### src/logic/lvs_pkg.sv
// Shared constants and types for the serial lane block
package lvs_pkg;
   // Clock and timing
   localparam int unsigned CLK_PERIOD_PS  = 50000;
   localparam int unsigned DLY_STEP_PS    = 25;
   localparam int unsigned DLY_MAX_STEPS  = 63;
   localparam int unsigned DLY_CYC        =
      (DLY_MAX_STEPS * DLY_STEP_PS + CLK_PERIOD_PS - 1) / CLK_PERIOD_PS;
   localparam int unsigned LINK_MAX_MBPS  = 600;
   localparam int unsigned LINK_MIN_PS    = 1000000 / LINK_MAX_MBPS;
   localparam int unsigned LINK_MIN_CYC_R =
      (LINK_MIN_PS + CLK_PERIOD_PS - 1) / CLK_PERIOD_PS;
   localparam int unsigned LINK_MIN_CYC   =
      (LINK_MIN_CYC_R < 1) ? 1 : LINK_MIN_CYC_R;
   // Word widths
   localparam int unsigned WORD_MAX   = 8;
   localparam logic [3:0]  WIDTH_MIN  = 4'h2;
   localparam logic [3:0]  WIDTH_MAX  = 4'h8;
   localparam int unsigned FIFO_DEPTH = 16;
   // Register byte addresses
   localparam logic [7:0] ADDR_CTRL   = 8'h00;
   localparam logic [7:0] ADDR_TXDATA = 8'h04;
   localparam logic [7:0] ADDR_RXDATA = 8'h08;
   localparam logic [7:0] ADDR_STATUS = 8'h0C;
   localparam logic [7:0] ADDR_NONE   = 8'hFF;
   // Control field positions
   localparam int unsigned CTRL_TXW    = 0;
   localparam int unsigned CTRL_RXW    = 4;
   localparam int unsigned CTRL_TXSER  = 8;
   localparam int unsigned CTRL_TXFWD  = 9;
   localparam int unsigned CTRL_DIV2   = 10;
   localparam int unsigned CTRL_BLVL   = 11;
   localparam int unsigned CTRL_BOE    = 12;
   localparam int unsigned CTRL_RXDES  = 13;
   localparam int unsigned CTRL_RXPLL  = 14;
   localparam int unsigned CTRL_DLY    = 16;
   localparam logic [31:0] CTRL_RESET  = 32'h0000_2188;
   // Status field positions
   localparam int unsigned STAT_FULL   = 5;
   localparam int unsigned STAT_EMPTY  = 6;
   localparam int unsigned STAT_RXNEW  = 7;
   // Transmit lane mode
   typedef enum logic [2:0] {
      LVS_TX_SER = 3'b001,
      LVS_TX_FWD = 3'b010,
      LVS_TX_BUF = 3'b100
   } lvs_txmode_t;
endpackage

### src/logic/lvs_serdes_lanes.sv
// Serial lane pair with word FIFO and AHB-Lite register slave
module lvs_fifo #(
   parameter int unsigned WIDTH = 8,
   parameter int unsigned DEPTH = 16
) (
   input  wire logic             clock,
   input  wire logic             srst,
   input  wire logic             clk_en,
   input  wire logic             in_valid,
   output logic                  in_ready,
   input  wire logic [WIDTH-1:0] in_data,
   output logic                  out_valid,
   input  wire logic             out_ready,
   output logic      [WIDTH-1:0] out_data,
   output logic [$clog2(DEPTH+1)-1:0] level
);
   localparam int unsigned PW = $clog2(DEPTH);
   localparam int unsigned CW = $clog2(DEPTH+1);
   localparam logic [CW-1:0] FULL_CNT = CW'(DEPTH);
   localparam logic [PW-1:0] LAST_PTR = PW'(DEPTH - 1);

   logic [WIDTH-1:0] mem_q [DEPTH];
   logic [PW-1:0]    wr_q;
   logic [PW-1:0]    rd_q;
   logic [CW-1:0]    cnt_q;
   wire              push = in_valid & in_ready & clk_en;
   wire              pop  = out_valid & out_ready & clk_en;

   assign in_ready  = (cnt_q != FULL_CNT);
   assign out_valid = (cnt_q != '0);
   assign out_data  = mem_q[rd_q];
   assign level     = cnt_q;

   always_ff @(posedge clock) begin
      if (push) begin
         mem_q[wr_q] <= in_data;
      end
   end

   always_ff @(posedge clock) begin
      if (srst) begin
         wr_q  <= '0;
         rd_q  <= '0;
         cnt_q <= '0;
      end else begin
         if (push) begin
            wr_q <= (wr_q == LAST_PTR) ? '0 : wr_q + 1'b1;
         end
         if (pop) begin
            rd_q <= (rd_q == LAST_PTR) ? '0 : rd_q + 1'b1;
         end
         if (push && !pop) begin
            cnt_q <= cnt_q + 1'b1;
         end else if (pop && !push) begin
            cnt_q <= cnt_q - 1'b1;
         end
      end
   end
endmodule // lvs_fifo

////////////////////////////////////////////////////////////////////////
module lvs_serdes_lanes #(
   parameter int unsigned WORD_W     = lvs_pkg::WORD_MAX,
   parameter int unsigned FIFO_DEPTH = lvs_pkg::FIFO_DEPTH
) (
   input  wire logic              clock,
   input  wire logic              srst,
   input  wire logic              clk_en,
   input  wire logic              hsel,
   input  wire logic [31:0]       haddr,
   input  wire logic [1:0]        htrans,
   input  wire logic              hwrite,
   input  wire logic [2:0]        hsize,
   input  wire logic [31:0]       hwdata,
   input  wire logic              hready,
   output logic                   hreadyout,
   output logic                   hresp,
   output logic [31:0]            hrdata,
   input  wire logic              serial_bit_clock,
   input  wire logic              parallel_word_clock,
   output logic                   tx_pad_positive,
   output logic                   tx_pad_negative,
   output logic                   tx_pad_oe,
   input  wire logic              rx_pad_positive,
   input  wire logic              rx_pad_negative,
   output logic [WORD_W-1:0]      rx_word,
   output logic                   rx_word_valid,
   output logic                   rx_bypass_clock_tap
);
   localparam int unsigned CW = $clog2(FIFO_DEPTH+1);

   // Clamp a width field into the supported range
   function automatic logic [3:0] ratio_of(input logic [3:0] f);
      if (f < lvs_pkg::WIDTH_MIN) begin
         ratio_of = lvs_pkg::WIDTH_MIN;
      end else if (f > lvs_pkg::WIDTH_MAX) begin
         ratio_of = lvs_pkg::WIDTH_MAX;
      end else begin
         ratio_of = f;
      end
   endfunction

   logic [3:0]        sync_m_q;
   logic [3:0]        sync_s_q;
   logic [1:0]        link_prev_q;
   logic              dph_valid_q;
   logic              dph_write_q;
   logic [7:0]        dph_addr_q;
   logic [31:0]       hrdata_q;
   logic [31:0]       ctrl_q;
   logic [WORD_W-1:0] tx_sh_q;
   logic [WORD_W-1:0] tx_sh_d;
   logic              tx_out_q;
   logic              tx_out_d;
   logic              tx_oe_q;
   logic              tx_oe_d;
   logic              div_q;
   logic              div_d;
   logic              rx_bit_q;
   logic              rx_dly_q;
   logic [WORD_W-1:0] rx_sh_q;
   logic [WORD_W-1:0] rx_sh_d;
   logic [WORD_W-1:0] rx_word_q;
   logic [WORD_W-1:0] rx_word_d;
   logic              rx_valid_q;
   logic              rx_valid_d;
   logic              rx_flag_q;
   logic              rx_tap_q;
   logic              fifo_in_ready;
   logic              fifo_out_valid;
   logic              fifo_out_ready;
   logic [WORD_W-1:0] fifo_out_data;
   logic [CW-1:0]     fifo_level;
   logic [31:0]       rd_mux;
   lvs_pkg::lvs_txmode_t tx_mode;

   ////////////////////////////////////////////////////////////////////
   // Link inputs: two flops, then edge detection on the second stage
   always_ff @(posedge clock) begin
      if (srst) begin
         sync_m_q <= 4'h0;
         sync_s_q <= 4'h0;
      end else if (clk_en) begin
         sync_m_q <= {rx_pad_negative, rx_pad_positive,
                      parallel_word_clock, serial_bit_clock};
         sync_s_q <= sync_m_q;
      end
   end

   always_ff @(posedge clock) begin
      if (srst) begin
         link_prev_q <= 2'h0;
      end else if (clk_en) begin
         link_prev_q <= sync_s_q[1:0];
      end
   end

   wire bclk_s    = sync_s_q[0];
   wire wclk_s    = sync_s_q[1];
   wire rxp_s     = sync_s_q[2];
   wire rxn_s     = sync_s_q[3];
   // Both edges come from equal-depth synchronisers, so a word edge
   // lands in the same cycle as its bit edge
   wire bit_edge  = bclk_s & ~link_prev_q[0];
   wire word_edge = wclk_s & ~link_prev_q[1];

   ////////////////////////////////////////////////////////////////////
   // AHB-Lite slave
   wire       addr_ok = hsel & hready & htrans[1];
   wire       in_page = (haddr[31:8] == 24'h0);
   wire [7:0] a_dec   = in_page ? haddr[7:0] : lvs_pkg::ADDR_NONE;
   wire       wr_now  = dph_valid_q & dph_write_q;
   wire       wr_ctrl = wr_now & (dph_addr_q == lvs_pkg::ADDR_CTRL);
   wire       wr_tx   = wr_now & (dph_addr_q == lvs_pkg::ADDR_TXDATA);
   wire       rd_rx   = addr_ok & ~hwrite & hreadyout
                        & (a_dec == lvs_pkg::ADDR_RXDATA);
   wire [31:0] status = {{(32-lvs_pkg::STAT_RXNEW-1){1'b0}}, rx_flag_q,
                         ~fifo_out_valid, ~fifo_in_ready,
                         (5)'(fifo_level)};

   // A word write into a full FIFO holds the bus until room appears
   assign hreadyout = ~(wr_tx & ~fifo_in_ready);
   assign hresp     = 1'b0;
   assign hrdata    = hrdata_q;
   assign rd_mux    =
      (a_dec == lvs_pkg::ADDR_CTRL)   ? ctrl_q :
      (a_dec == lvs_pkg::ADDR_RXDATA) ? 32'(rx_word_q) :
      (a_dec == lvs_pkg::ADDR_STATUS) ? status : 32'h0000_0000;

   always_ff @(posedge clock) begin
      if (srst) begin
         dph_valid_q <= 1'b0;
         dph_write_q <= 1'b0;
         dph_addr_q  <= 8'h00;
         hrdata_q    <= 32'h0000_0000;
      end else if (clk_en && hreadyout) begin
         dph_valid_q <= addr_ok;
         dph_write_q <= hwrite;
         dph_addr_q  <= a_dec;
         if (addr_ok && !hwrite) begin
            hrdata_q <= rd_mux;
         end
      end
   end

   always_ff @(posedge clock) begin
      if (srst) begin
         ctrl_q <= lvs_pkg::CTRL_RESET;
      end else if (clk_en && wr_ctrl) begin
         ctrl_q <= hwdata;
      end
   end

   // Static lane settings
   wire [3:0] tx_w     = ratio_of(ctrl_q[lvs_pkg::CTRL_TXW +: 4]);
   wire [3:0] rx_w     = ratio_of(ctrl_q[lvs_pkg::CTRL_RXW +: 4]);
   wire       tx_ser   = ctrl_q[lvs_pkg::CTRL_TXSER];
   wire       tx_fwd   = ctrl_q[lvs_pkg::CTRL_TXFWD];
   wire       div2     = ctrl_q[lvs_pkg::CTRL_DIV2];
   wire       byp_lvl  = ctrl_q[lvs_pkg::CTRL_BLVL];
   wire       byp_oe   = ctrl_q[lvs_pkg::CTRL_BOE];
   wire       rx_deser = ctrl_q[lvs_pkg::CTRL_RXDES];
   wire       rx_pll   = ctrl_q[lvs_pkg::CTRL_RXPLL];
   wire [5:0] rx_dly   = ctrl_q[lvs_pkg::CTRL_DLY +: 6];

   ////////////////////////////////////////////////////////////////////
   // Transmit word buffer
   lvs_fifo #(
      .WIDTH (WORD_W),
      .DEPTH (FIFO_DEPTH)
   ) u_fifo (
      .clock     (clock),
      .srst      (srst),
      .clk_en    (clk_en),
      .in_valid  (wr_tx),
      .in_ready  (fifo_in_ready),
      .in_data   (hwdata[WORD_W-1:0]),
      .out_valid (fifo_out_valid),
      .out_ready (fifo_out_ready),
      .out_data  (fifo_out_data),
      .level     (fifo_level)
   );

   ////////////////////////////////////////////////////////////////////
   // Transmit lane
   wire [WORD_W-1:0] tx_mask = WORD_W'(8'hFF >> (4'h8 - tx_w));
   // Bits above the chosen width are dropped from each word
   wire [WORD_W-1:0] tx_load = fifo_out_valid ?
                               (fifo_out_data & tx_mask) : '0;

   assign tx_mode = tx_fwd ? lvs_pkg::LVS_TX_FWD :
                    tx_ser ? lvs_pkg::LVS_TX_SER : lvs_pkg::LVS_TX_BUF;

   always_comb begin
      tx_sh_d        = tx_sh_q;
      tx_out_d       = tx_out_q;
      tx_oe_d        = 1'b1;
      div_d          = div_q;
      fifo_out_ready = 1'b0;
      case (tx_mode)
         lvs_pkg::LVS_TX_SER: begin
            if (word_edge) begin
               fifo_out_ready = 1'b1;
               tx_sh_d        = tx_load;
               tx_out_d       = tx_load[0];
            end else if (bit_edge) begin
               tx_sh_d  = tx_sh_q >> 1;
               tx_out_d = tx_sh_q[1];
            end
         end
         lvs_pkg::LVS_TX_FWD: begin
            // Pattern changes on the same cycle a data lane loads
            if (div2) begin
               if (word_edge) begin
                  div_d    = ~div_q;
                  tx_out_d = ~div_q;
               end
            end else begin
               tx_out_d = wclk_s;
            end
         end
         lvs_pkg::LVS_TX_BUF: begin
            tx_out_d = byp_lvl;
            tx_oe_d  = byp_oe;
         end
         default: begin
            tx_out_d = 1'b0;
         end
      endcase
   end

   always_ff @(posedge clock) begin
      if (srst) begin
         tx_sh_q  <= '0;
         tx_out_q <= 1'b0;
         tx_oe_q  <= 1'b1;
         div_q    <= 1'b0;
      end else if (clk_en) begin
         tx_sh_q  <= tx_sh_d;
         tx_out_q <= tx_out_d;
         tx_oe_q  <= tx_oe_d;
         div_q    <= div_d;
      end
   end

   assign tx_pad_positive = tx_out_q;
   assign tx_pad_negative = ~tx_out_q;
   assign tx_pad_oe       = tx_oe_q;

   ////////////////////////////////////////////////////////////////////
   // Receive lane
   // An undriven pair (both legs equal) keeps the last resolved bit
   wire rx_raw = (rxp_s != rxn_s) ? rxp_s : rx_bit_q;
   // Whole setting range is below one clock, so any step is one flop
   wire rx_bit = (rx_dly != 6'h00) ? rx_dly_q : rx_bit_q;

   always_comb begin
      rx_sh_d    = bit_edge ? {rx_bit, rx_sh_q[WORD_W-1:1]} : rx_sh_q;
      rx_word_d  = rx_word_q;
      rx_valid_d = 1'b0;
      if (!rx_deser) begin
         rx_word_d = WORD_W'(rx_bit);
      end else if (word_edge) begin
         rx_word_d  = rx_sh_d >> (4'h8 - rx_w);
         rx_valid_d = 1'b1;
      end
   end

   always_ff @(posedge clock) begin
      if (srst) begin
         rx_bit_q   <= 1'b0;
         rx_dly_q   <= 1'b0;
         rx_sh_q    <= '0;
         rx_word_q  <= '0;
         rx_valid_q <= 1'b0;
         rx_flag_q  <= 1'b0;
         rx_tap_q   <= 1'b0;
      end else if (clk_en) begin
         rx_bit_q   <= rx_raw;
         rx_dly_q   <= rx_bit_q;
         rx_sh_q    <= rx_sh_d;
         rx_word_q  <= rx_word_d;
         rx_valid_q <= rx_valid_d;
         // A new word in the cycle of a read keeps the flag set
         rx_flag_q  <= rx_valid_d | (rx_flag_q & ~rd_rx);
         rx_tap_q   <= ~rx_deser & rx_pll & rx_bit;
      end
   end

   assign rx_word             = rx_word_q;
   assign rx_word_valid       = rx_valid_q;
   assign rx_bypass_clock_tap = rx_tap_q;

   ////////////////////////////////////////////////////////////////////
   // Checks
   logic [3:0] gap_q;
   always_ff @(posedge clock) begin
      if (srst || (clk_en && bit_edge)) begin
         gap_q <= 4'h0;
      end else if (clk_en && gap_q != 4'hF) begin
         gap_q <= gap_q + 4'h1;
      end
   end
endmodule // lvs_serdes_lanes

### config.mk
export PLATFORM = sky130hd
export DESIGN_NAME = lvs_serdes_lanes
export DESIGN_NICKNAME = d
export VERILOG_FILES = /design/src/logic/lvs_pkg.sv /design/src/logic/lvs_serdes_lanes.sv
export SDC_FILE = /design/constraint.sdc
export NUM_CORES = 1
export LEC_CHECK = 0
export ABC_AREA = 1
export BUFFER_PORTS_ARGS = -buffer_cell sky130_fd_sc_hd__buf_2
export CAP_MARGIN = 10
export CORE_ASPECT_RATIO = 1.75
export CORE_MARGIN = 1.5
export CORE_UTILIZATION = 30
export CTS_CLUSTER_DIAMETER = 200
export DETAILED_ROUTE_END_ITERATION = 16
export GPL_TIMING_DRIVEN = 0
export PLACE_DENSITY_LB_ADDON = 0.12
export SETUP_SLACK_MARGIN = 0.1
export SKIP_CTS_REPAIR_TIMING = 1
export SLEW_MARGIN = 15
export SYNTH_ARGS = -nofsm -noshare
export SYNTH_HDL_FRONTEND = slang
export SYNTH_SLANG_ARGS = --single-unit
### constraint.sdc
create_clock -name clock -period 3.03 [get_ports clock]
set_clock_uncertainty 0.05 [all_clocks]
set_input_delay 0 -clock clock [delete_from_list [all_inputs] [get_ports clock]]
set_output_delay 0 -clock clock [all_outputs]
set_load 0.005 [all_outputs]
==> run metrics <==
Hold WS=-0.06547 ns; sequential area share after synthesis=around 57%; CTS sink cnt=260; Max Clk Rate=~0.36 GHz; Clock Latency Late Sink=around 0.55 ns; VDD IR-drop max=373.5 µV; FF+latch count, synth=260; Arrival @ worst endpoint=between 3 and 4 ns; H-tree depth=1; Distinct cells, synth=53; Finished Cell Area=0.01394 mm²; M1 WL=~13,000 µm; DR vias=between 9,000 and 10,000; DRT antenna net count=0; CP Max Fanout=4; total track usage=a little under a fifth; pre-CTS setup slack=-0.1555 ns; Reg2Reg Setup Slack=roughly 0.26 ns; Avg WL per Cell=~18 µm; CTS tree=built; cells on worst reg2reg path=15; first-pass GRT wire length=between 50,000 and 60,000 µm; status=complete, but fails checks; Final setup viols=0; Post-Syn Area=0.01131 mm²; share of layout cells above drive strength 1=between 10% and 20%; fin nets=~1,500; WL met3=about 1200 µm; Tmin final=roughly 2.8 ns; max-cap violations=0; First DRT Iteration DRCs=approximately 440; Yosys warnings=0; Crit Reg-Reg Endpoint=u_fifo.level[4]; CTS buffer count=26; Slew @ Worst Pin=1.089 ns; placed inst area=roughly 0.013 mm²; Setup WS post-layout=~0.26 ns; final period utilization=about nine tenths; Initial Util=between 30 and 40%; ant diodes=0; Remaining DRCs=0; R2R Path Start=dph_valid_q; HPWL Detailed=approximately 27,000 µm; power per cell area=529.8 mW/mm²; Boundary Pins=roughly 130; Layout area overhead=23.22%; Hold Crit Depth=7; Root Driver=clkbuf_16; gate count of the mapped netlist=1,243; vias per cell=4.767; Worst setup EP type=flip-flop; syn nets=approximately 1,300; DR WL met2=about 20,000 µm; die width=149.8 µm; Rel. slew slack=between 20% and 30%; hold crit path type=in2reg; CORE AREA=0.03700 mm²; clk buf depth=3; chip height=about 260 µm; Final Util=between 30% and 40%; port bufs=between 100 and 150; vias in the first global route=9,246; clock slew at reported path FFs=approximately 0.070 ns; Highest Signal Layer=met4; Most used DFF post-synth=dfxtp_1; Final Hold Violating Endpoints=7; Pre-Repair DR Iteration Count=6; Pwr Total=7384 µW; asr flop ratio synth=0%; die area=between 0.03 and 0.04 mm²; Lkg Pwr=about 0.0053 µW; CP startpoint kind=flip-flop; WL final=around 36,000 µm; failing checks=hold timing; initial antenna violation count=0; gr ovfl total=0; Mapped Avg Cell Area=9.100 µm²; Hold Crit Start=haddr[12]; RSZ-0062 raised after global routing=false; largest net degree at the start of global routing=18; row count=between 90 and 100; WP data required=3.41 ns; max-slew violations=0; RD Place Congestion=slightly below 0.9; WHS Endpoint=dph_addr_q[3]; number of synthesized flops with an enable pin=128; Setup CP Type=reg2reg
-- per-stage QoR --
| stage | setup TNS (ns) | std cells |
|---|---|---|
| after global routing | 0 | 1941 |
| after floorplan | 0 | 1243 |
| after detailed placement | -0.1555 | 1837 |
| final | 0 | 1941 |
| after global placement | -0.08393 | 1837 |
| after CTS | -0.1696 | 1885 |
-- cell usage after synthesis (2+ instances only) --
cell      count  area [µm²]
o211ai_1     14       105.1
or2_1         3       18.77
nor2_2        7       43.79
o21ai_0      88       440.4
dfxtp_1     132        2643
nand3_1     104       520.5
nor3_4        2       32.53
edfxtp_1    128        3844
a22oi_1      16       120.1
a211oi_1      3       22.52
nor3_1        5       25.02
ha_1         13       162.7
nor2_1      136       510.5
nand2_2       2       12.51
a21oi_1     106       530.5
nand4_1       3       18.77
nor2_4        3       33.78
a31oi_1      10       62.56
a21oi_2      11       96.34
nand3_2      19       190.2
o21ai_1      18       90.09
buf_2        11       55.05
nand2_1     242       908.4
buf_4         4       30.03
inv_2        17       63.81
buf_1         2       7.510
nand3b_1      3       22.52
clkbuf_1     42       157.7
inv_1        70       262.8
xnor2_1       4       35.03
clkinv_1      3       11.26
-- area by class of cell --
| type | instances | area (µm²) |
|---|---|---|
| inverter | 91 | 346.6 |
| tap | 475 | 594.3 |
| buffer | 62 | 296.5 |
| clock buffer | 30 | 708.2 |
| multi-input combinational | 830 | 4200 |
| clock inverter | 18 | 155.1 |
| fill | 3869 | 23070 |
| timing repair buffer | 175 | 1146 |
| sequential | 260 | 6490 |
-- state kept, by name (all words and copies together), names as in the netlist, 2 cells and up, named ones only --
name	cells
hrdata	32
u_fifo.level	5
link_prev_q	2
rx_sh_q	8
sync_m_q	4
sync_s_q	4
tx_sh_q	7
u_fifo.rd_q	4
ctrl_q	32
u_fifo.mem_q	128
u_fifo.wr_q	4
rx_word	8
dph_addr_q	8
-- worst max-delay path, stage by stage (launching register included) --
cell	delay, ns
dfxtp_1	0.37
nand2_1	0.09
nor4_2	0.29
nand3_1	0.22
nor3_4	0.23
ha_2	0.25
inv_1	0.09
ha_1	0.34
nand2_1	0.09
nor2_1	0.06
a211oi_2	0.23
nand2_1	0.08
nand2_1	0.07
nor2_1	0.05
o21ai_0	0.14
a21oi_1	0.05
-- where the power goes --
group / switching (µW) / internal, µW
Sequential: 23.0 / 3720
Clock: 1430 / 1850
Combinational: 217 / 142
Total: 1670 / 5720
-- placed cells by master (no fill, tap or decap), types with 3 or more instances in the layout --
| cell type | count |
|---|---|
| clkinvlp_4 | 4 |
| nor3_1 | 5 |
| nand4_1 | 3 |
| inv_2 | 18 |
| nor2_4 | 3 |
| a21oi_2 | 11 |
| o21ai_1 | 18 |
| nor2_2 | 7 |
| a22oi_1 | 16 |
| o21ai_0 | 88 |
| inv_1 | 69 |
| nand2_2 | 3 |
| clkbuf_16 | 28 |
| xnor2_1 | 4 |
| clkinv_1 | 5 |
| nand3b_1 | 3 |
| a31oi_1 | 10 |
| nand3_1 | 104 |
| nor3_4 | 3 |
| clkbuf_1 | 44 |
| nor2_1 | 136 |
| or2_1 | 3 |
| nand3_2 | 19 |
| ha_1 | 12 |
| o211ai_1 | 14 |
| buf_4 | 8 |
| clkinv_2 | 6 |
| nand2_1 | 241 |
| a21oi_1 | 106 |
| buf_2 | 130 |
| edfxtp_1 | 128 |
| dlygate4sd3_1 | 52 |
| clkinv_4 | 3 |
| dfxtp_1 | 129 |
| dfxtp_2 | 3 |
-- worst max path at each step --
stage / start / to / slack [ns] / cells past startpoint
6_report: dph_valid_q / u_fifo.level[4] / 0.26 / 15
5_1_grt: u_fifo.level[3] / u_fifo.level[4] / 0.02 / 16
4_1_cts: u_fifo.level[1] / u_fifo.level[4] / -0.17 / 17
3_5_place_dp: u_fifo.level[2] / u_fifo.level[4] / -0.16 / 17
3_3_place_gp: u_fifo.level[1] / u_fifo.level[4] / -0.08 / 17
2_1_floorplan: dph_addr_q[0] / u_fifo.level[4] / 0.48 / 14
-- routing by layer --
layer  up-vias  global-route usage [%]
li1       4652                       -
met1      4347                   18.41
met2       192                   37.44
met3        62                   2.035
met4         0                   6.345
met5         -                       0
-- cells by family (layout without fill, tap and decap cells) --
logic type	after synthesis	in the layout	synth area share, %
fa+ha+maj	14	14	1.615
compound gates	272	272	13.44
xor+xnor	4	4	0.3097
simple gates	538	538	21.48
other cells	1	1	0.03315
mux	1	1	0.08850
buf+inv	153	376	5.686
flops	260	260	57.35
(Power assumes the default switching activity.)
